File: config.mk
export PLATFORM = sky130hd
export DESIGN_NAME = macr_regs
export DESIGN_NICKNAME = d
export VERILOG_FILES = /design/src/rtl/macr_pkg.sv /design/src/rtl/macr_regs.sv
export SDC_FILE = /design/constraint.sdc
export NUM_CORES = 1
export LEC_CHECK = 0
export BUFFER_PORTS_ARGS = -buffer_cell sky130_fd_sc_hd__buf_2
export CAP_MARGIN = 40
export CORE_MARGIN = 2
export CORE_UTILIZATION = 45
export CTS_BUF_LIST = sky130_fd_sc_hd__clkbuf_8
export CTS_CLUSTER_DIAMETER = 30
export DETAILED_ROUTE_END_ITERATION = 10
export GPL_TIMING_DRIVEN = 0
export HOLD_SLACK_MARGIN = 0.02
export PLACE_DENSITY = 0.81
export SYNTH_ARGS = -nofsm -noshare
export SYNTH_HDL_FRONTEND = slang
export SYNTH_SLANG_ARGS = --single-unit
File: constraint.sdc
create_clock -name clk_sys -period 1.4 [get_ports clk_sys]
set_input_delay 0.07 -clock clk_sys [delete_from_list [all_inputs] [get_ports clk_sys]]
set_output_delay 0.07 -clock clk_sys [all_outputs]
set_load 0.02 [all_outputs]
File: src/rtl/macr_pkg.sv
// package for the management access configuration register bank
// assumes a single 100 MHz clock domain and a synchronous active-high reset
package macr_pkg;

  // ==========================================================
  // register byte offsets
  localparam logic [15:0] MACR_OFS_SERIAL_IO_CONTROL = 16'h0100;
  localparam logic [15:0] MACR_OFS_IN_BAND_ACCESS_CONTROL = 16'h0104;

  // ==========================================================
  // serial_io_control field positions and reset values
  localparam int MACR_SIO_PREAMBLE_SUPP_BIT = 2;
  localparam int MACR_SIO_AUTO_EDGE_BIT = 1;
  localparam int MACR_SIO_MANUAL_EDGE_BIT = 0;
  localparam int MACR_SIO_RSVD_LSB = 3;
  localparam int MACR_SIO_RSVD_MSB = 7;
  localparam logic [4:0] MACR_SIO_RSVD_RESET = 5'h08;
  localparam logic MACR_SIO_PREAMBLE_SUPP_RESET = 1'h0;
  localparam logic MACR_SIO_AUTO_EDGE_RESET = 1'h1;
  localparam logic MACR_SIO_MANUAL_EDGE_RESET = 1'h0;

  // ==========================================================
  // in_band_access_control field positions and reset values
  localparam int MACR_IBA_ENABLE_BIT = 31;
  localparam int MACR_IBA_MAC_MATCH_BIT = 30;
  localparam int MACR_IBA_RESET_BIT = 29;
  localparam int MACR_IBA_PRIO_LSB = 22;
  localparam int MACR_IBA_PRIO_MSB = 23;
  localparam int MACR_IBA_PORT_LSB = 16;
  localparam int MACR_IBA_PORT_MSB = 18;
  localparam int MACR_IBA_TPID_LSB = 0;
  localparam int MACR_IBA_TPID_MSB = 15;
  localparam logic MACR_IBA_MAC_MATCH_RESET = 1'h0;
  localparam logic [1:0] MACR_IBA_PRIO_RESET = 2'h1;
  localparam logic [2:0] MACR_IBA_PORT_RESET = 3'h0;
  localparam logic [15:0] MACR_IBA_TPID_RESET = 16'h40fe;
  localparam int MACR_NUM_PORTS = 3;

  // ==========================================================
  // carriers
  typedef struct packed {
    logic        rd;     // read strobe, one cycle
    logic        wr;     // write strobe, one cycle
    logic [15:0] addr;   // byte address
    logic [3:0]  be;     // byte enables
    logic [31:0] wdata;  // write data
  } macr_req_t;

  typedef struct packed {
    logic        rvalid; // read data valid, one cycle
    logic [31:0] rdata;  // read data
  } macr_rsp_t;

  typedef struct packed {
    logic        enable;     // in-band access enabled
    logic        mac_match;  // destination mac check enabled
    logic        reset;      // one-cycle engine reinitialise
    logic [1:0]  prio;       // response transmit queue
    logic [2:0]  port_sel;   // one-hot port, zero for reserved codes
    logic [15:0] tpid;       // frame ethertype
  } macr_iba_cfg_t;

endpackage

File: src/rtl/macr_regs.sv
// management access configuration register bank: serial i/o control and
// in-band access control, with strap capture of the in-band enable
// assumes register requests arrive on clk_sys; strap and speed inputs are async
`timescale 1ns/1ns
`default_nettype none

// What this block does
// (RL1) clear suppression bit demands mdio preamble
// (RL2) suppression reaches only the mdio interface
// (RL3) auto mode: fast clock rising, slow falling
// (RL4) manual bit picks edge when auto off
// (RL5) manual bit ignored while auto on
// (RL6) enable loads inverted strap at reset
// (RL7) host keeps in-band off under i2c; done by the host model, not by this block
// (RL8) mac match bit gates destination check
// (RL9) reset bit pulses engine, self clears
// (RL10) priority field picks response queue
// (RL11) port field selects port, reserved none
// (RL12) tpid field sets recognised ethertype
module macr_regs (
  input  wire logic                    clk_sys,
  input  wire logic                    rst,
  input  wire macr_pkg::macr_req_t     reg_req,
  output var  macr_pkg::macr_rsp_t     reg_rsp,
  input  wire logic                    strap_led_pin,
  input  wire logic                    spi_clk_fast,
  output var  logic                    mdio_preamble_required,
  output var  logic                    serial_data_out_pin_rising,
  output var  macr_pkg::macr_iba_cfg_t in_band_access_cfg
);
  import macr_pkg::*;

  // ==========================================================
  // state
  typedef struct packed {
    logic          strap_s1;   // strap synchroniser, first stage
    logic          strap_s2;   // strap synchroniser, second stage
    logic          strap_done; // strap captured since reset
    logic          spd_s1;     // clock speed synchroniser, first stage
    logic          spd_s2;     // clock speed synchroniser, second stage
    logic [4:0]    sio_rsvd;   // reserved but writable bits
    logic          supp;       // preamble suppression
    logic          auto_edge;  // automatic edge select
    logic          man_edge;   // manual edge select
    logic          en;         // in-band enable
    logic          mac;        // mac match enable
    logic          rst_bit;    // self clearing engine reset
    logic [1:0]    prio;       // response queue
    logic [2:0]    port;       // port code
    logic [15:0]   tpid;       // ethertype
    macr_rsp_t     rsp;        // registered read answer
    logic          pre_req;    // registered preamble demand
    logic          sdo_rise;   // registered launch edge
    macr_iba_cfg_t cfg;        // registered engine config
  } macr_state_t;

  macr_state_t st;       // current state
  macr_state_t next_st;  // next state

  logic wr_sio;  // write hits serial_io_control
  logic wr_iba;  // write hits in_band_access_control
  logic rd_sio;  // read hits serial_io_control
  logic rd_iba;  // read hits in_band_access_control

  // word-aligned decode; the low two address bits are ignored
  assign wr_sio = reg_req.wr && (reg_req.addr[15:2] == MACR_OFS_SERIAL_IO_CONTROL[15:2]);
  assign wr_iba = reg_req.wr && (reg_req.addr[15:2] == MACR_OFS_IN_BAND_ACCESS_CONTROL[15:2]);
  assign rd_sio = reg_req.rd && (reg_req.addr[15:2] == MACR_OFS_SERIAL_IO_CONTROL[15:2]);
  assign rd_iba = reg_req.rd && (reg_req.addr[15:2] == MACR_OFS_IN_BAND_ACCESS_CONTROL[15:2]);

  // ==========================================================
  // next-state logic
  always_comb begin
    next_st = st;
    // synchronisers run every cycle, reset or not, so the strap is settled
    next_st.strap_s1 = strap_led_pin;
    next_st.strap_s2 = st.strap_s1;
    next_st.spd_s1 = spi_clk_fast;
    next_st.spd_s2 = st.spd_s1;
    // self clearing: the pulse lasts one cycle unless rewritten
    next_st.rst_bit = 1'h0; // RL9
    // first cycle out of reset takes the inverted strap
    if (!st.strap_done) begin
      next_st.en = !st.strap_s2; // RL6
      next_st.strap_done = 1'h1;
    end
    // serial i/o control lives in byte lane 0
    if (wr_sio && reg_req.be[0]) begin
      next_st.sio_rsvd = reg_req.wdata[MACR_SIO_RSVD_MSB:MACR_SIO_RSVD_LSB];
      next_st.supp = reg_req.wdata[MACR_SIO_PREAMBLE_SUPP_BIT];
      next_st.auto_edge = reg_req.wdata[MACR_SIO_AUTO_EDGE_BIT];
      next_st.man_edge = reg_req.wdata[MACR_SIO_MANUAL_EDGE_BIT];
    end
    // in-band control, per byte lane
    if (wr_iba && reg_req.be[3]) begin
      next_st.en = reg_req.wdata[MACR_IBA_ENABLE_BIT];
      next_st.mac = reg_req.wdata[MACR_IBA_MAC_MATCH_BIT]; // RL8
      next_st.rst_bit = reg_req.wdata[MACR_IBA_RESET_BIT]; // RL9
    end
    if (wr_iba && reg_req.be[2]) begin
      next_st.prio = reg_req.wdata[MACR_IBA_PRIO_MSB:MACR_IBA_PRIO_LSB]; // RL10
      next_st.port = reg_req.wdata[MACR_IBA_PORT_MSB:MACR_IBA_PORT_LSB]; // RL11
    end
    if (wr_iba && reg_req.be[1]) begin
      next_st.tpid[15:8] = reg_req.wdata[15:8]; // RL12
    end
    if (wr_iba && reg_req.be[0]) begin
      next_st.tpid[7:0] = reg_req.wdata[7:0]; // RL12
    end
    // read answer one cycle after the strobe; unmapped reads return zero
    next_st.rsp.rvalid = reg_req.rd;
    next_st.rsp.rdata = 32'h0;
    if (rd_sio) begin
      next_st.rsp.rdata[MACR_SIO_RSVD_MSB:MACR_SIO_RSVD_LSB] = st.sio_rsvd;
      next_st.rsp.rdata[MACR_SIO_PREAMBLE_SUPP_BIT] = st.supp;
      next_st.rsp.rdata[MACR_SIO_AUTO_EDGE_BIT] = st.auto_edge;
      next_st.rsp.rdata[MACR_SIO_MANUAL_EDGE_BIT] = st.man_edge;
    end else if (rd_iba) begin
      next_st.rsp.rdata[MACR_IBA_ENABLE_BIT] = st.en;
      next_st.rsp.rdata[MACR_IBA_MAC_MATCH_BIT] = st.mac;
      next_st.rsp.rdata[MACR_IBA_RESET_BIT] = st.rst_bit;
      next_st.rsp.rdata[MACR_IBA_PRIO_MSB:MACR_IBA_PRIO_LSB] = st.prio;
      next_st.rsp.rdata[MACR_IBA_PORT_MSB:MACR_IBA_PORT_LSB] = st.port;
      next_st.rsp.rdata[MACR_IBA_TPID_MSB:MACR_IBA_TPID_LSB] = st.tpid;
    end
    // outputs follow the new register values in the same edge
    // suppression feeds only the mdio side; spi and i2c see nothing of it
    next_st.pre_req = !next_st.supp; // RL1 RL2
    // auto mode follows measured speed and never looks at the manual bit
    if (next_st.auto_edge) begin
      next_st.sdo_rise = next_st.spd_s2; // RL3 RL5
    end else begin
      next_st.sdo_rise = next_st.man_edge; // RL4
    end
    next_st.cfg.enable = next_st.en;
    next_st.cfg.mac_match = next_st.mac;
    next_st.cfg.reset = next_st.rst_bit;
    next_st.cfg.prio = next_st.prio;
    next_st.cfg.tpid = next_st.tpid;
    // reserved codes select no port rather than aliasing a real one
    case (next_st.port)
      3'h0:    next_st.cfg.port_sel = 3'h1; // RL11
      3'h1:    next_st.cfg.port_sel = 3'h2;
      3'h2:    next_st.cfg.port_sel = 3'h4;
      default: next_st.cfg.port_sel = 3'h0;
    endcase
    // reset values; synchroniser stages keep sampling
    if (rst) begin
      next_st.strap_done = 1'h0;
      next_st.sio_rsvd = MACR_SIO_RSVD_RESET;
      next_st.supp = MACR_SIO_PREAMBLE_SUPP_RESET;
      next_st.auto_edge = MACR_SIO_AUTO_EDGE_RESET;
      next_st.man_edge = MACR_SIO_MANUAL_EDGE_RESET;
      next_st.en = 1'h0;
      next_st.mac = MACR_IBA_MAC_MATCH_RESET;
      next_st.rst_bit = 1'h0;
      next_st.prio = MACR_IBA_PRIO_RESET;
      next_st.port = MACR_IBA_PORT_RESET;
      next_st.tpid = MACR_IBA_TPID_RESET;
      next_st.rsp = '0;
      next_st.pre_req = !MACR_SIO_PREAMBLE_SUPP_RESET;
      next_st.sdo_rise = 1'h0;
      next_st.cfg.enable = 1'h0;
      next_st.cfg.mac_match = MACR_IBA_MAC_MATCH_RESET;
      next_st.cfg.reset = 1'h0;
      next_st.cfg.prio = MACR_IBA_PRIO_RESET;
      next_st.cfg.port_sel = 3'h1;
      next_st.cfg.tpid = MACR_IBA_TPID_RESET;
    end
  end

  // ==========================================================
  // state register
  always_ff @(posedge clk_sys) begin
    st <= next_st;
  end

  assign reg_rsp = st.rsp;
  assign mdio_preamble_required = st.pre_req;
  assign serial_data_out_pin_rising = st.sdo_rise;
  assign in_band_access_cfg = st.cfg;
endmodule

`default_nettype wire

* Word level (Yosys, flattened, before mapping)
Index checks and enable logic that the tools add are counted.
** Operators by class
- Bitwise gates (word level) :: 1
- Equal/unequal tests :: 4
- Mux-type cells :: 11
- Reductions and logical operators :: 13
** Operators with widths (number)
- $mux 8 :: 4
- $eq 14x7->1 const B :: 2
- $logic_and 1x1->1 :: 9
- $pmux 3 s3 :: 1
- $mux 3 :: 2
- $mux 5 :: 1
- $eq 3x1->1 const B :: 1
- $eq 3x2->1 const B :: 1
- $logic_not 3->1 :: 1
- $mux 1 :: 3
- $reduce_or 3->1 :: 1
- $logic_not 1->1 :: 2
- $not 1->1 :: 1
** Word-level totals
- Output and inout port bits :: 59
- Bits in registers :: 74
- Logic and storage cells :: 50
- Input bits :: 58

* Depth between registers and ports, before layout
- Word-level depth :: 6
- Mapped depth :: 7
- Gate-level depth less buffers :: 4

* Worst setup path after synthesis
Ideal clock, no wire load.
- Path kind :: input to register
- Start point :: input port reg_req[43] (netlist name)
- End point :: register st[85] (netlist name)
- Path slack :: 0.012 ns
- Data arrival time :: 1.268 ns
- Stages :: 4
- Cell sequence :: nor4_4 -> nand4_4 -> nor3_4 -> mux2_2
** Between the ends
- Longest elaborated chain between the ends :: 4
** Ends and longest elaborated chain
- start: declaration :: RTL line macr_regs.sv:23 : input wire macr_pkg::macr_req_t reg_req,
- $eq 14x7->1 :: RTL line macr_regs.sv:66 : assign wr_sio = reg_req.wr && (reg_req.addr[15:2] == MACR_OFS_SERIAL_IO_CONTROL[15:2]);
- $logic_and 1x1->1 :: RTL line macr_regs.sv:66
- $logic_and 1x1->1 :: RTL line macr_regs.sv:88 : if (wr_sio && reg_req.be[0]) begin
- $mux 3 :: RTL line macr_regs.sv:88
- end signal: assignment :: RTL line macr_regs.sv:175 : st <= next_st;
- end: declaration :: RTL line macr_regs.sv:57 : macr_state_t st;
No other way between the ends.
A chain may end at the register's enable or synchronous reset.

* Worst setup path in the final report
- Start point :: input port reg_req[38] (netlist name)
- End point :: register st (netlist bit in_band_access_cfg[16])
** Between the ends
- Longest elaborated chain between the ends :: 6
- Elaborated cells on any way between the ends :: 8
- Classes of those cells :: eq/ne (3); mux (2); reduce/logical (3)
** Ends and longest elaborated chain
- $eq 14x7->1 * :: RTL line macr_regs.sv:67 : assign wr_iba = reg_req.wr && (reg_req.addr[15:2] == MACR_OFS_IN_BAND_ACCESS_CONTROL[15:2]);
- $logic_and 1x1->1 * :: RTL line macr_regs.sv:67
- $logic_and 1x1->1 * :: RTL line macr_regs.sv:100 : if (wr_iba && reg_req.be[2]) begin
- $mux 5 * :: RTL line macr_regs.sv:100
- $eq 3x2->1 (tied with other cells) :: RTL line macr_regs.sv:141 : case (next_st.port)
- $pmux 3 s3 * :: RTL line macr_regs.sv:141
Every way passes the cells marked *; elsewhere a longest branch is shown, timed or not.

==> results.py <==
metrics = {
    "setup_path": {
        "critical_path.slowest_cell": "a2111oi_0",
        "crit_path_start": "reg_req[38]",
        "arrival_ns": 1.59,
        "cp.required_ns": 1.67,
        "path_class": "primary input to flip-flop",
        "r2r-start": "st[77]",
        "worst_setup_path_start_kind": "primary input",
        "cp_top_family": "compound AO/OA/AOI/OAI gates",
        "path_buf_inv": 2,
        "crit_fanout": 7,
        "endpoint_kind": "flip-flop",
        "path_cells": "clkbuf_2 -> and4bb_2 -> and4_2 -> buf_2 -> a2111oi_0 -> a211o_1",
        "max_stage_delay_ns": 0.52,
    },
    "timing": {
        "tightest_slew_ns": 0.494,
        "max-slew-margin-rel_pct": 66.2,
        "hold_viol": 0,
        "layout_min_cycle_time_ns": 1.32,
        "skew_ns": 0.00880,
        "drv_slew": 0,
        "fmax_ghz": 0.758,
        "finalSetupViolations": 0,
        "rsz0062_at_grt": "yes",
        "fin_crit_sh_pct": 94.3,
        "fin_ws_ns": 0.0799,
    },
    "cts": {
        "cts_tree": "yes",
        "clk_path_buf_depth": 2,
        "cts.sinks": 66,
        "cts_max_level": 3,
        "cts_root_buffer": "clkbuf_8",
        "numCtsBuffers": 9,
        "clkTransAtPathRegs_ns": 0.07,
        "clk_latency_ns": 0.33,
    },
    "detailed_routing": {
        "wl_mm": 6.86,
        "dr.pass1.iters": 5,
        "drtAntennaViolNets": 0,
        "wire_per_inst_um": 13.5,
        "via_per_inst": 4.90,
        "drc": 0,
        "drt_iter0_drc": 176,
        "dr_total_vias": 2490,
    },
    "synthesis": {
        "synth_top_flop_cell": "dfxtp_1",
        "synth_cell_types": 36,
        "synth.largest_area_cell": "dfxtp_1",
        "ys_seq_area_share_pct": 46.9,
        "synth-edff-count": 0,
        "synthTopCellsByArea": "dfxtp_1 (47%), buf_4 (15%), o21ai_0 (4.1%)",
        "synth_cells": 297,
        "synthArstFlopShare_pct": 0,
        "syn_area_per_cell_sq_um": 9.48,
        "synthDominantCellAreaShare_pct": 46.9,
        "synth_common_cells": "dfxtp_1 (66), buf_4 (58), o21ai_0 (23)",
        "netlist_area_sq_um": 2820,
        "synth_seq_cells": 66,
        "yosysWarnings": 0,
        "synth.most_common_cell": "dfxtp_1",
    },
    "final_layout": {
        "final_util_pct": 63.6,
        "stdcell_count": 508,
        "syn_to_final_growth_pct": 35.2,
        "drive_gt1_share_pct": 43.2,
        "final_nets": 486,
        "fin_area_sq_um": 3810,
        "antenna_cells": 0,
    },
    "placement": {
        "numPortBuffers": 94,
        "dp.cells": 473,
        "place_congestion": 0.784,
        "dp_hpwl_mm": 4.81,
        "post-place-ws_ns": -0.286,
        "place_area_sq_um": 3410,
    },
    "flow_run": {
        "maxCapViolCount": 0,
    },
    "global_route": {
        "grt_max_degree": 13,
        "grt_first_pass_wirelength_mm": 10.9,
        "antenna_found_initial": 0,
        "global_route.overflow_total": 0,
        "track_usage_pct": 19.5,
        "first_global_vias": 2306,
    },
    "die": {
        "rows": 28,
        "die_w_um": 83.1,
        "start_util_pct": 47.0,
        "dieArea_sq_um": 6910,
        "io_pins": 117,
        "core-area_sq_um": 5990,
        "dieHeight_um": 83.1,
    },
    "pwr": {
        "max-vdd-ir-drop_v": 0.000646,
        "power_density_nw_per_um2": 986,
        "p_leak_nw": 1.82,
    },
    "min_path": {
        "hp-class": "primary input to flip-flop",
        "min-delay-start": "reg_req[29]",
    },
    "outcome": {
        "status": "finished clean",
    },
}
## layout by cell type (no fill, tap or decap), types with 2 or more instances in the layout
cell type      synthesis  final
mux2i_1               11     11
nor3_1                10     10
buf_2                  4     98
a21oi_1               20     20
nand3_1               17     17
o21ai_0               23     23
nand2_1               13     13
nor2_1                11     11
a22o_1                 8      8
clkinvlp_4             0      3
clkbuf_1               8      7
dfxtp_1               66     66
buf_1                  1      2
buf_4                 58     59
inv_1                  5      5
dlygate4sd3_1          0     18
mux2_2                 2      2
clkbuf_8               0     10
nor2b_1                3      3
conb_1                 1      8
and2_1                16     16
clkbuf_2               2      2
## path summary, 6_finish.rpt
kind	to	slack, ns	cells past startpoint
setup / recovery	in_band_access_cfg[16]	0.08	6
hold / removal	in_band_access_cfg[21]	0.03	2
setup reg to reg	in_band_access_cfg[16]	0.34	2
hold reg to reg	st[94]	0.34	0
## kinds of logic (layout without fill, tap and decap cells)
logic type	after synthesis	in the layout	share of synthesized area, %
simple gates	83	83	18.2
buf+inv	78	207	18.4
compound gates	56	56	11.7
flops	66	66	46.9
other cells	1	8	0.133
mux	13	13	4.71
## worst reg2reg max path: cells and delay by family, from the launching register on
| family | cells | cell delay (ns) |
|---|---|---|
| compound gates | 2 | 0.66 |
| flops | 1 | 0.34 |
## what timing repair did
action                                 CTS  global route
setup endpoints to repair                0            21
setup buffers                            0             1
gates resized for setup                  0             3
hold buffers                            18             0
endpoints found under the hold margin   19             0
## flip-flops by register name, summed over array words and instances (netlist names)
signal	cells
in_band_access_cfg	24
mdio_preamble_required	1
next_st	2
reg_rsp	25
serial_data_out_pin_rising	1
st	13
## metrics by stage
stage	hold WS [ns]	setup TNS (ns)	total power, W
CTS	0.0200	0	0.00376
finish	0.0304	0	0.00375
global placement	0.173	-10.0	0.00215
floorplan	0.0977	0	0.00205
detailed placement	0.177	-11.21	0.00215
global route	0.0255	-0.0216	0.00387
## cell type report
class | count | area [sq um]
Tap cell | 75 | 93.8
Timing Repair Buffer | 113 | 658
Multi-Input combinational cell | 160 | 1010
Buffer | 73 | 499
Fill cell | 498 | 2180
Sequential cell | 66 | 1320
Clock inverter | 6 | 66.3
Inverter | 5 | 18.8
Clock buffer | 10 | 138
## routing by layer
layer	share of wire (%)	up-vias	track usage, %
li1	-	1213	-
met1	43	1144	25.3
met2	47	115	30.8
met3	7.2	18	3.98
met4	2.4	0	9.54
met5	0	-	0
## power by group
| part | switching, W | internal [W] |
|---|---|---|
| sequential | 0.00000361 | 0.00189 |
| combinational | 0.000139 | 0.000123 |
| clock | 0.000732 | 0.000870 |
No activity file was read; power rests on OpenSTA's default activity.
